**src/psrb_pkg.sv**
```systemverilog
// shared constants, field layout and state types for the power register bank
package psrb_pkg;
    // bus addresses as full bytes, direction bit included
    localparam logic [7:0] WR_ADDR_BYTE = 8'h12;
    localparam logic [7:0] RD_ADDR_BYTE = 8'h13;
    // sub-addresses of the writable bytes
    localparam logic [1:0] SUB_REGULATOR = 2'h0;
    localparam logic [1:0] SUB_BACKLIGHT = 2'h1;
    localparam logic [1:0] SUB_LEVEL     = 2'h2;
    localparam logic [1:0] SUB_DIMMING   = 2'h3;
    localparam logic [7:0] SUB_LAST      = 8'h03;
    localparam int         NUM_REGS      = 4;
    localparam logic [7:0] REG_RESET     = 8'h00;
    // regulator control fields
    localparam int RC_LDO1    = 0;
    localparam int RC_LDO2    = 1;
    localparam int RC_LIGHT1  = 2;
    localparam int RC_LIGHT2  = 3;
    localparam int RC_LIGHT3  = 4;
    localparam int RC_EDGE_LO = 5;
    localparam int RC_EDGE_HI = 6;
    // backlight control fields
    localparam int BC_ON      = 0;
    localparam int BC_RAMP_LO = 1;
    localparam int BC_RAMP_HI = 2;
    localparam int BC_OP_LO   = 3;
    localparam int BC_OP_HI   = 4;
    localparam int BC_DIM_LO  = 5;
    localparam int BC_DIM_HI  = 6;
    localparam int BC_EDGE    = 7;
    // level and dimming fields
    localparam int LV_MSB     = 5;
    localparam int DM_DEN_LSB = 0;
    localparam int DM_NUM_LSB = 4;
    localparam int DM_W       = 4;
    // field encodings: edge time, ramp time, boost mode, dim clock
    localparam logic [1:0] EDGE_1NS = 2'b00;
    localparam logic [1:0] EDGE_8NS = 2'b11;
    localparam logic [1:0] RAMP_15MS = 2'b00;
    localparam logic [1:0] RAMP_1S85 = 2'b11;
    localparam logic [1:0] OP_CC_BOOST  = 2'b00;
    localparam logic [1:0] OP_HV_BOOST  = 2'b01;
    localparam logic [1:0] OP_PWM_BOOST = 2'b10;
    localparam logic [1:0] DIM_8K77 = 2'b00;
    localparam logic [1:0] DIM_2K19 = 2'b11;
    // charger fault codes
    localparam logic [1:0] FAULT_NONE    = 2'b00;
    localparam logic [1:0] FAULT_COLDHOT = 2'b01;
    localparam logic [1:0] FAULT_OVERTMP = 2'b10;
    localparam logic [1:0] FAULT_BATTERY = 2'b11;
    // low-battery limit: half an hour at the core clock
    localparam longint unsigned CLK_HZ       = 64'd20_000_000;
    localparam longint unsigned LOWBAT_S     = 64'd1800;
    localparam int              LOWBAT_W     = 36;
    localparam logic [LOWBAT_W-1:0] LOWBAT_CYCLES = LOWBAT_W'(LOWBAT_S * CLK_HZ);
    // serial engine states and byte phases
    typedef enum logic [2:0] {
        PSRB_IDLE, PSRB_RECV, PSRB_ACK_DRV, PSRB_ACK_HOLD, PSRB_SEND, PSRB_MACK, PSRB_REPEAT
    } psrb_state_t;
    typedef enum logic [1:0] {PSRB_PH_ADDR, PSRB_PH_SUB, PSRB_PH_DATA, PSRB_PH_DONE} psrb_phase_t;
endpackage

```
**src/psrb_sync.sv**
```systemverilog
// three-stage input synchroniser with agreement filter
`timescale 1ns/1ps
module psrb_sync #(
    parameter int             W    = 1,
    parameter logic [W-1:0]   INIT = '0
) (
    input  wire logic         core_clk_i,
    input  wire logic         rst_n_i,
    input  wire logic [W-1:0] async_i,
    output logic      [W-1:0] level_o
);
    typedef struct packed {
        logic [W-1:0] s1;
        logic [W-1:0] s2;
        logic [W-1:0] s3;
        logic [W-1:0] lvl;
    } psrb_sync_t;
    psrb_sync_t s;
    psrb_sync_t next_s;

    // a bit changes only once stages two and three agree
    always_comb begin
        next_s    = s;
        next_s.s1 = async_i;
        next_s.s2 = s.s1;
        next_s.s3 = s.s2;
        for (int i = 0; i < W; i++) begin
            if (s.s2[i] == s.s3[i]) begin
                next_s.lvl[i] = s.s3[i];
            end
        end
    end

    always_ff @(posedge core_clk_i or negedge rst_n_i) begin
        if (!rst_n_i) begin
            s <= {INIT, INIT, INIT, INIT};
        end else begin
            s <= next_s;
        end
    end

    assign level_o = s.lvl;
endmodule

```
**src/psrb_charge.sv**
```systemverilog
// charger status encoder with low-battery termination timer
`timescale 1ns/1ps
module psrb_charge #(
    parameter logic [psrb_pkg::LOWBAT_W-1:0] LOWBAT_CYCLES = psrb_pkg::LOWBAT_CYCLES
) (
    input  wire logic       core_clk_i,
    input  wire logic       rst_n_i,
    input  wire logic       charger_en_i,
    input  wire logic       cc_phase_i,
    input  wire logic       end_of_charge_i,
    input  wire logic       timer_expired_i,
    input  wire logic       temp_out_of_range_i,
    input  wire logic       battery_overtemp_i,
    input  wire logic       low_battery_i,
    output logic            charging_o,
    output logic      [1:0] fault_o,
    output logic            pause_o,
    output logic            terminate_o
);
    typedef struct packed {
        logic [psrb_pkg::LOWBAT_W-1:0] low_cnt;
        logic                          bat_fault;
        logic                          charging;
        logic [1:0]                    fault;
        logic                          pause;
        logic                          terminate;
    } psrb_charge_t;
    psrb_charge_t s;
    psrb_charge_t next_s;

    always_comb begin
        next_s = s;
        // low battery held past the limit latches a battery fault
        if (!charger_en_i) begin
            next_s.low_cnt   = '0;
            next_s.bat_fault = 1'b0;
        end else if (low_battery_i && !s.bat_fault) begin
            if (s.low_cnt >= LOWBAT_CYCLES - 1'b1) begin
                next_s.bat_fault = 1'b1;
            end else begin
                next_s.low_cnt = s.low_cnt + 1'b1;
            end
        end else if (!low_battery_i) begin
            next_s.low_cnt = '0;
        end
        // charge flag: constant-current phase, even while paused
        next_s.charging = charger_en_i && cc_phase_i && !end_of_charge_i
                          && !timer_expired_i && !s.bat_fault;
        // fault code, most severe first
        if (s.bat_fault) begin
            next_s.fault = psrb_pkg::FAULT_BATTERY;
        end else if (battery_overtemp_i) begin
            next_s.fault = psrb_pkg::FAULT_OVERTMP;
        end else if (temp_out_of_range_i) begin
            next_s.fault = psrb_pkg::FAULT_COLDHOT;
        end else begin
            next_s.fault = psrb_pkg::FAULT_NONE;
        end
        // pause follows temperature, resume is automatic
        next_s.pause     = charger_en_i && temp_out_of_range_i && !s.bat_fault;
        next_s.terminate = s.bat_fault || timer_expired_i;
    end

    always_ff @(posedge core_clk_i or negedge rst_n_i) begin
        if (!rst_n_i) begin
            s <= '0;
        end else begin
            s <= next_s;
        end
    end

    assign charging_o  = s.charging;
    assign fault_o     = s.fault;
    assign pause_o     = s.pause;
    assign terminate_o = s.terminate;
endmodule

```
**src/psrb_top.sv**
```systemverilog
// serial register bank: four control bytes written, one status byte read
`timescale 1ns/1ps
module psrb_top #(
    parameter logic [psrb_pkg::LOWBAT_W-1:0] LOWBAT_CYCLES = psrb_pkg::LOWBAT_CYCLES
) (
    input  wire logic       core_clk_i,
    input  wire logic       rst_n_i,
    // serial bus, open drain data
    input  wire logic       scl_i,
    input  wire logic       sda_i,
    output logic            sda_o,
    output logic            sda_oe_n_o,
    // clear sources
    input  wire logic       supply_uvlo_i,
    input  wire logic       seq_power_down_i,
    // charger condition inputs
    input  wire logic       charger_en_i,
    input  wire logic       cc_phase_i,
    input  wire logic       end_of_charge_i,
    input  wire logic       timer_expired_i,
    input  wire logic       temp_out_of_range_i,
    input  wire logic       battery_overtemp_i,
    input  wire logic       low_battery_i,
    // regulator conditions
    input  wire logic [2:0] stepdown_on_i,
    input  wire logic [1:0] linear_reg_in_reg_i,
    input  wire logic [2:0] stepdown_in_reg_i,
    // charger control
    output logic            charge_pause_o,
    output logic            charge_terminate_o,
    // regulator control
    output logic            linear_reg1_on_o,
    output logic            linear_reg2_on_o,
    output logic            stepdown1_light_load_o,
    output logic            stepdown2_light_load_o,
    output logic            stepdown3_light_load_o,
    output logic      [1:0] stepdown_edge_rate_o,
    // backlight control
    output logic            backlight_on_o,
    output logic      [1:0] ramp_time_o,
    output logic      [1:0] backlight_op_o,
    output logic      [1:0] dim_clock_sel_o,
    output logic            backlight_edge_rate_o,
    output logic      [5:0] backlight_level_o,
    output logic      [3:0] dim_denominator_o,
    output logic      [3:0] dim_numerator_o
);
    localparam int SYNC_W = 15;
    localparam logic [SYNC_W-1:0] SYNC_INIT = 15'h6000; // bus lines idle high

    typedef struct packed {
        psrb_pkg::psrb_state_t  st;
        psrb_pkg::psrb_phase_t  ph;
        logic                   rd;
        logic [2:0]             bit_cnt;
        logic [7:0]             shift;
        logic [1:0]             sub;
        logic [7:0]             snap;
        logic                   scl_q;
        logic                   sda_q;
        logic                   sda_lo;
        logic                   oe_n;
        logic [psrb_pkg::NUM_REGS-1:0][7:0] regs;
    } psrb_top_t;
    psrb_top_t s;
    psrb_top_t next_s;

    logic [SYNC_W-1:0] sy;
    logic              scl;
    logic              sda;
    logic              clr;
    logic              chg_on;
    logic [1:0]        chg_fault;
    logic [7:0]        status;
    logic              start;
    logic              stop;
    logic              rise;
    logic              fall;
    logic [7:0]        rx_byte;

    // all outside inputs but the first two bucks' conditions pass this three-stage filter
    psrb_sync #(
        .W    (SYNC_W),
        .INIT (SYNC_INIT)
    ) u_sync (
        .core_clk_i (core_clk_i),
        .rst_n_i    (rst_n_i),
        .async_i    ({scl_i, sda_i, supply_uvlo_i, seq_power_down_i, charger_en_i,
                      cc_phase_i, end_of_charge_i, timer_expired_i, temp_out_of_range_i,
                      battery_overtemp_i, low_battery_i, stepdown_on_i[2],
                      stepdown_in_reg_i[2], linear_reg_in_reg_i}),
        .level_o    (sy)
    );

    assign scl = sy[14];
    assign sda = sy[13];
    assign clr = sy[12] | sy[11];

    psrb_charge #(
        .LOWBAT_CYCLES (LOWBAT_CYCLES)
    ) u_charge (
        .core_clk_i          (core_clk_i),
        .rst_n_i             (rst_n_i),
        .charger_en_i        (sy[10]),
        .cc_phase_i          (sy[9]),
        .end_of_charge_i     (sy[8]),
        .timer_expired_i     (sy[7]),
        .temp_out_of_range_i (sy[6]),
        .battery_overtemp_i  (sy[5]),
        .low_battery_i       (sy[4]),
        .charging_o          (chg_on),
        .fault_o             (chg_fault),
        .pause_o             (charge_pause_o),
        .terminate_o         (charge_terminate_o)
    );

    // second filter for the remaining buck conditions
    logic [3:0] sy_b;
    psrb_sync #(
        .W    (4),
        .INIT (4'h0)
    ) u_sync_b (
        .core_clk_i (core_clk_i),
        .rst_n_i    (rst_n_i),
        .async_i    ({stepdown_on_i[1:0], stepdown_in_reg_i[1:0]}),
        .level_o    (sy_b)
    );

    // live status byte, 1 means condition true
    always_comb begin
        status    = 8'h00;
        status[0] = chg_on;
        status[2:1] = chg_fault;
        status[3] = s.regs[psrb_pkg::SUB_REGULATOR][psrb_pkg::RC_LDO1] & sy[0];
        status[4] = s.regs[psrb_pkg::SUB_REGULATOR][psrb_pkg::RC_LDO2] & sy[1];
        status[5] = sy_b[2] & sy_b[0];
        status[6] = sy_b[3] & sy_b[1];
        status[7] = sy[3] & sy[2];
    end

    // bus line events seen in the core clock
    assign start   = scl && s.scl_q && s.sda_q && !sda;
    assign stop    = scl && s.scl_q && !s.sda_q && sda;
    assign rise    = scl && !s.scl_q;
    assign fall    = !scl && s.scl_q;
    assign rx_byte = {s.shift[6:0], sda};

    // serial engine and register file
    always_comb begin
        next_s       = s;
        next_s.scl_q = scl;
        next_s.sda_q = sda;
        if (stop) begin
            next_s.st   = psrb_pkg::PSRB_IDLE;
            next_s.oe_n = 1'b1;
        end else if (start) begin
            next_s.st      = psrb_pkg::PSRB_RECV;
            next_s.ph      = psrb_pkg::PSRB_PH_ADDR;
            next_s.bit_cnt = 3'h0;
            next_s.oe_n    = 1'b1;
        end else begin
            unique case (s.st)
                psrb_pkg::PSRB_IDLE: begin
                    next_s.oe_n = 1'b1;
                end
                psrb_pkg::PSRB_RECV: begin
                    if (rise) begin
                        next_s.shift   = rx_byte;
                        next_s.bit_cnt = s.bit_cnt + 3'h1;
                        if (s.bit_cnt == 3'h7) begin
                            next_s.st = psrb_pkg::PSRB_ACK_DRV;
                            unique case (s.ph)
                                psrb_pkg::PSRB_PH_ADDR: begin
                                    // read address has no sub-address phase
                                    next_s.rd = (rx_byte == psrb_pkg::RD_ADDR_BYTE);
                                    if (rx_byte != psrb_pkg::RD_ADDR_BYTE
                                        && rx_byte != psrb_pkg::WR_ADDR_BYTE) begin
                                        next_s.st = psrb_pkg::PSRB_IDLE;
                                    end
                                end
                                psrb_pkg::PSRB_PH_SUB: begin
                                    next_s.sub = rx_byte[1:0];
                                    if (rx_byte > psrb_pkg::SUB_LAST) begin
                                        next_s.st = psrb_pkg::PSRB_IDLE;
                                    end
                                end
                                psrb_pkg::PSRB_PH_DATA: begin
                                end
                                psrb_pkg::PSRB_PH_DONE: begin
                                    next_s.st = psrb_pkg::PSRB_IDLE; // extra bytes refused
                                end
                            endcase
                        end
                    end
                end
                psrb_pkg::PSRB_ACK_DRV: begin
                    if (fall) begin
                        next_s.oe_n = 1'b0;
                        next_s.st   = psrb_pkg::PSRB_ACK_HOLD;
                        if (s.rd && s.ph == psrb_pkg::PSRB_PH_ADDR) begin
                            next_s.snap = status;
                        end
                        if (s.ph == psrb_pkg::PSRB_PH_DATA) begin
                            next_s.regs[s.sub] = s.shift;
                        end
                    end
                end
                psrb_pkg::PSRB_ACK_HOLD: begin
                    if (fall) begin
                        next_s.bit_cnt = 3'h0;
                        if (s.rd) begin
                            next_s.shift = s.snap;
                            next_s.oe_n  = s.snap[7];
                            next_s.st    = psrb_pkg::PSRB_SEND;
                        end else begin
                            next_s.oe_n = 1'b1;
                            next_s.st   = psrb_pkg::PSRB_RECV;
                            next_s.ph   = (s.ph == psrb_pkg::PSRB_PH_ADDR)
                                          ? psrb_pkg::PSRB_PH_SUB
                                          : (s.ph == psrb_pkg::PSRB_PH_SUB)
                                          ? psrb_pkg::PSRB_PH_DATA
                                          : psrb_pkg::PSRB_PH_DONE;
                        end
                    end
                end
                psrb_pkg::PSRB_SEND: begin
                    if (fall) begin
                        if (s.bit_cnt == 3'h7) begin
                            next_s.oe_n = 1'b1;
                            next_s.st   = psrb_pkg::PSRB_MACK;
                        end else begin
                            next_s.shift   = {s.shift[6:0], 1'b0};
                            next_s.oe_n    = s.shift[6];
                            next_s.bit_cnt = s.bit_cnt + 3'h1;
                        end
                    end
                end
                psrb_pkg::PSRB_MACK: begin
                    if (rise) begin
                        // master ack repeats the same captured byte
                        next_s.st = sda ? psrb_pkg::PSRB_IDLE : psrb_pkg::PSRB_REPEAT;
                    end
                end
                psrb_pkg::PSRB_REPEAT: begin
                    if (fall) begin
                        next_s.shift   = s.snap;
                        next_s.oe_n    = s.snap[7];
                        next_s.bit_cnt = 3'h0;
                        next_s.st      = psrb_pkg::PSRB_SEND;
                    end
                end
                default: begin
                    next_s.st = psrb_pkg::PSRB_IDLE;
                end
            endcase
        end
        // power-down clears every control byte, even mid-write
        if (clr) begin
            for (int i = 0; i < psrb_pkg::NUM_REGS; i++) begin
                next_s.regs[i] = psrb_pkg::REG_RESET;
            end
        end
    end

    always_ff @(posedge core_clk_i or negedge rst_n_i) begin
        if (!rst_n_i) begin
            s       <= '0;
            s.st    <= psrb_pkg::PSRB_IDLE;
            s.scl_q <= 1'b1;
            s.sda_q <= 1'b1;
            s.oe_n  <= 1'b1;
        end else begin
            s <= next_s;
        end
    end

    // control outputs straight from the register file; spare bits unused
    assign sda_o                  = s.sda_lo;
    assign sda_oe_n_o             = s.oe_n;
    assign linear_reg1_on_o       = s.regs[psrb_pkg::SUB_REGULATOR][psrb_pkg::RC_LDO1];
    assign linear_reg2_on_o       = s.regs[psrb_pkg::SUB_REGULATOR][psrb_pkg::RC_LDO2];
    assign stepdown1_light_load_o = s.regs[psrb_pkg::SUB_REGULATOR][psrb_pkg::RC_LIGHT1];
    assign stepdown2_light_load_o = s.regs[psrb_pkg::SUB_REGULATOR][psrb_pkg::RC_LIGHT2];
    assign stepdown3_light_load_o = s.regs[psrb_pkg::SUB_REGULATOR][psrb_pkg::RC_LIGHT3];
    assign stepdown_edge_rate_o   =
        s.regs[psrb_pkg::SUB_REGULATOR][psrb_pkg::RC_EDGE_HI:psrb_pkg::RC_EDGE_LO];
    assign backlight_on_o         = s.regs[psrb_pkg::SUB_BACKLIGHT][psrb_pkg::BC_ON];
    assign ramp_time_o            =
        s.regs[psrb_pkg::SUB_BACKLIGHT][psrb_pkg::BC_RAMP_HI:psrb_pkg::BC_RAMP_LO];
    assign backlight_op_o         =
        s.regs[psrb_pkg::SUB_BACKLIGHT][psrb_pkg::BC_OP_HI:psrb_pkg::BC_OP_LO];
    assign dim_clock_sel_o        =
        s.regs[psrb_pkg::SUB_BACKLIGHT][psrb_pkg::BC_DIM_HI:psrb_pkg::BC_DIM_LO];
    assign backlight_edge_rate_o  = s.regs[psrb_pkg::SUB_BACKLIGHT][psrb_pkg::BC_EDGE];
    assign backlight_level_o      = s.regs[psrb_pkg::SUB_LEVEL][psrb_pkg::LV_MSB:0];
    assign dim_denominator_o      =
        s.regs[psrb_pkg::SUB_DIMMING][psrb_pkg::DM_DEN_LSB +: psrb_pkg::DM_W];
    assign dim_numerator_o        =
        s.regs[psrb_pkg::SUB_DIMMING][psrb_pkg::DM_NUM_LSB +: psrb_pkg::DM_W];
endmodule

```
**config.mk**
```make
export PLATFORM = sky130hd
export DESIGN_NAME = psrb_top
export DESIGN_NICKNAME = d
export VERILOG_FILES = /design/src/psrb_pkg.sv /design/src/psrb_sync.sv /design/src/psrb_charge.sv /design/src/psrb_top.sv
export SDC_FILE = /design/constraint.sdc
export NUM_CORES = 1
export LEC_CHECK = 0
export ABC_AREA = 1
export BUFFER_PORTS_ARGS = -buffer_cell sky130_fd_sc_hd__buf_2
export CELL_PAD_IN_SITES_DETAIL_PLACEMENT = 0
export CELL_PAD_IN_SITES_GLOBAL_PLACEMENT = 1
export CORE_AREA = 3 3 143 214
export CTS_CLUSTER_DIAMETER = 120
export DETAILED_ROUTE_END_ITERATION = 16
export DIE_AREA = 0 0 146 217
export PLACE_DENSITY = 0.54
export SYNTH_ARGS = -nofsm -noshare
export SYNTH_HDL_FRONTEND = slang
export SYNTH_HIERARCHICAL = 1
export SYNTH_SLANG_ARGS = --single-unit
```
**constraint.sdc**
```tcl
create_clock -name core_clk_i -period 4.82 [get_ports core_clk_i]
set_input_delay 0.964 -clock core_clk_i [delete_from_list [all_inputs] [get_ports core_clk_i]]
set_output_delay 0.964 -clock core_clk_i [all_outputs]
set_load 0.05 [all_outputs]
```
==> results_dict.tcl <==
set metrics [dict create \
    yosysTopAreaCell "dfrtp_1" \
    hold_viol_final 0 \
    path_buf_inv 0 \
    initial_core_util 0.2990 \
    r2r_cells 11 \
    cp.required_ns 5.20 \
    wl_per_cell_um 14.76 \
    worst_slew_pin_slew_ns 1.086 \
    use_met2 0.2707 \
    grt_pass1_vias 6642 \
    first_pass_iters 5 \
    slew_headroom 0.2755 \
    min_to "u_sync_b/next_s[5]" \
    peakVddDrop_v 0.0002520 \
    synth.top_cell.area_share 0.4821 \
    place_inst 1457 \
    ctsHtreeMaxLevel 4 \
    synth_warnings 6 \
    syn_area_per_cell_um2 8.015 \
    clock-sinks 177 \
    fin_area_um2 9517 \
    utilization 0.3303 \
    fin_setup_tns_ns 0 \
    setup_viol 0 \
    cts_setup_buffers 0 \
    synth_top_cells_by_count "356 x nand2_1, 166 x dfrtp_1, 140 x nor2_1, 92 x inv_1, 83 x nand3_1" \
    place_area_um2 8930 \
    period_needed_ns 2.586 \
    rrSetupSlack_ns 2.23 \
    slowest_stage "nand2_4" \
    core_region_area_um2 28810 \
    io-pin-count 54 \
    crit_path_start_kind "register" \
    die_y_um 217 \
    antenna_left 0 \
    holdPathStages 0 \
    leakagePower_nw 4.516 \
    post_cts_resized 0 \
    route.detailed.drc 0 \
    synth_nets 1099 \
    die_w_um 146 \
    rows 76 \
    synthTopCellsByArea "dfrtp_1 48%, nand2_1 16%, nor2_1 6.1%, nand3_1 4.8%, inv_1 4.0%" \
    place.gp.congestion 0.8221 \
    hp-start "u_sync_b/next_s[9]" \
    vias_per_cell 4.415 \
    cts_tree "built" \
    grt_pass1_wl_um 35740 \
    seq_area_um2 4443 \
    multi_input_area_um2 3332 \
    insertion_delay_ns 0.44 \
    antenna_found_initial 0 \
    port_buffers 52 \
    track_usage 0.1439 \
    powerDensity_nw_per_um2 335.3 \
    hold_path_class "register to register" \
    ctsHoldBuffers 0 \
    synthArstFlopShare 1.000 \
    cts_made_buffers 17 \
    area_growth_pct 10.46 \
    finalCritPeriodShare 0.5365 \
    max_stage_delay_ns 0.53 \
    grt_overflow 0 \
    cp_top_family "simple AND/OR/NAND/NOR gates" \
    vias 6574 \
    grt.busiest_layer "met2" \
    cp_data_arrival_time_ns 2.96 \
    yosys_register_bits 177 \
    r2r-start "u_charge/s[6]" \
    clockBufferDepth 2 \
    crit_chain "ha_1 > nand2_1 > nor2_4 > nand3_2 > nor2_2 > nand2_1 > nand3_2 > nand2_4 > nand2_4 > nand2_1 > nand2_1" \
    rsz0062_at_grt "no" \
    die_area_um2 31680 \
    cts-root-buf "clkbuf_16" \
    critPathMaxFanout 38 \
    yosysMostFrequentCell "nand2_1" \
    holdWs_ns 0.3491 \
    fmax_mhz 386.7 \
    grt_max_degree 96 \
    wirelength_um 21980 \
    diodes 0 \
    maxCapViolations 0 \
    reg2reg_to "u_charge/s[22]" \
    drive_above_1_share 0.1365 \
    synth_ff_type "dfrtp_1" \
    grtUsageMet3 0.02729 \
    ys_types 33 \
    outcome "finished clean" \
    endpoint_kind "register" \
    path_class "register to register" \
    power_mw 3.191 \
    layout_setup_ws_ns 2.234 \
    stdcell_count 1489 \
    slew_viol_final 0 \
    pre_cts_ws_ns 2.227 \
    clk_pin_slew_worst_paths_ns 0.07 \
    post-dp-hpwl_um 15820 \
    nFillCells 3079 \
    drt-initial-drc-count 324 \
    use_met1 0.1607 \
    finClkSkew_ns 0.007442 \
    yosysSeqAreaShare 0.5157 \
    synth_area_um2 8616 \
    synth_edf_count 0 \
    nNetsFinal 1110 \
    critPathMostFrequentCell "nand2_1" \
    synthCells 1075 \
]
==> layout by cell type (no fill, tap or decap), types with 4 or more instances in the layout <==
cell type  netlist  routed
nand2_1        356     356
dfrtp_1        166     166
nor2_1         140     140
inv_1           92      92
nand3_1         83      83
buf_2            9      51
o21ai_0         31      31
a21oi_1         27      27
nand3_2         23      23
o21ai_1         21      21
clkbuf_16        0      17
dfstp_2         11      11
nor3_1           9       9
nor2_2           8       8
nand4_1          6       6
xor2_1           6       6
nand2_2          5       5
nor2_4           5       5
buf_4           44       5
inv_2            4       4
clkbuf_8         0       4
==> logic make-up after synthesis <==
kind of cell / share of synthesized area
xor+xnor: 0.008133
compound gates: 0.04894
buf+inv: 0.09759
flops: 0.5157
simple gates: 0.3249
fa+ha+maj: 0.004357
other cells: 0.0004352
==> state kept, by name, summed over array words and instances (netlist names), 2 cells and up <==
| register | cells |
|---|---|
| dim_numerator_o | 4 |
| backlight_level_o | 6 |
| ramp_time_o | 2 |
| u_sync/level_o | 15 |
| u_sync/next_s | 30 |
| dim_denominator_o | 4 |
| u_sync_b/next_s | 8 |
| u_sync_b/level_o | 4 |
| dim_clock_sel_o | 2 |
| stepdown_edge_rate_o | 2 |
| u_charge/fault_o | 2 |
| rx_byte | 7 |
| s | 22 |
| u_charge/s | 37 |
| backlight_op_o | 2 |
| u_sync_b/s | 4 |
| u_sync/s | 15 |
==> power by group <==
group | internal, mW | switching (mW)
Sequential | 1.55 | 0.0463
Combinational | 0.0532 | 0.152
Clock | 0.767 | 0.622
==> how the worst max path moves through the flow <==
stage / from / to / slack, ns / cells past startpoint
after global routing: u_charge/s[6] / u_charge/s[38] / 1.93 / 11
after floorplan: u_charge/s[6] / u_charge/s[11] / 3.09 / 12
after global placement: u_charge/s[6] / u_charge/s[41] / 2.21 / 11
final: u_charge/s[6] / u_charge/s[22] / 2.23 / 11
after CTS: u_charge/s[6] / u_charge/s[36] / 2.22 / 11
after detailed placement: u_charge/s[6] / u_charge/s[22] / 2.23 / 11
==> metal layers <==
metal	wire, µm	vias to the layer above	part of all wire
li1	-	3350	-
met1	8874	3107	0.40
met2	12140	92	0.55
met3	505	25	0.023
met4	452	0	0.021
met5	0	-	0
==> layout make-up <==
| class | instances | area share |
|---|---|---|
| timing repair buffer | 57 | 0.03221 |
| sequential | 177 | 0.4669 |
| multi-input combinational | 737 | 0.3501 |
| clock inverter | 11 | 0.01223 |
| clock buffer | 21 | 0.04943 |
| inverter | 96 | 0.03786 |
| tap | 390 | 0.05128 |
No activity file was read; power rests on OpenSTA's default activity.
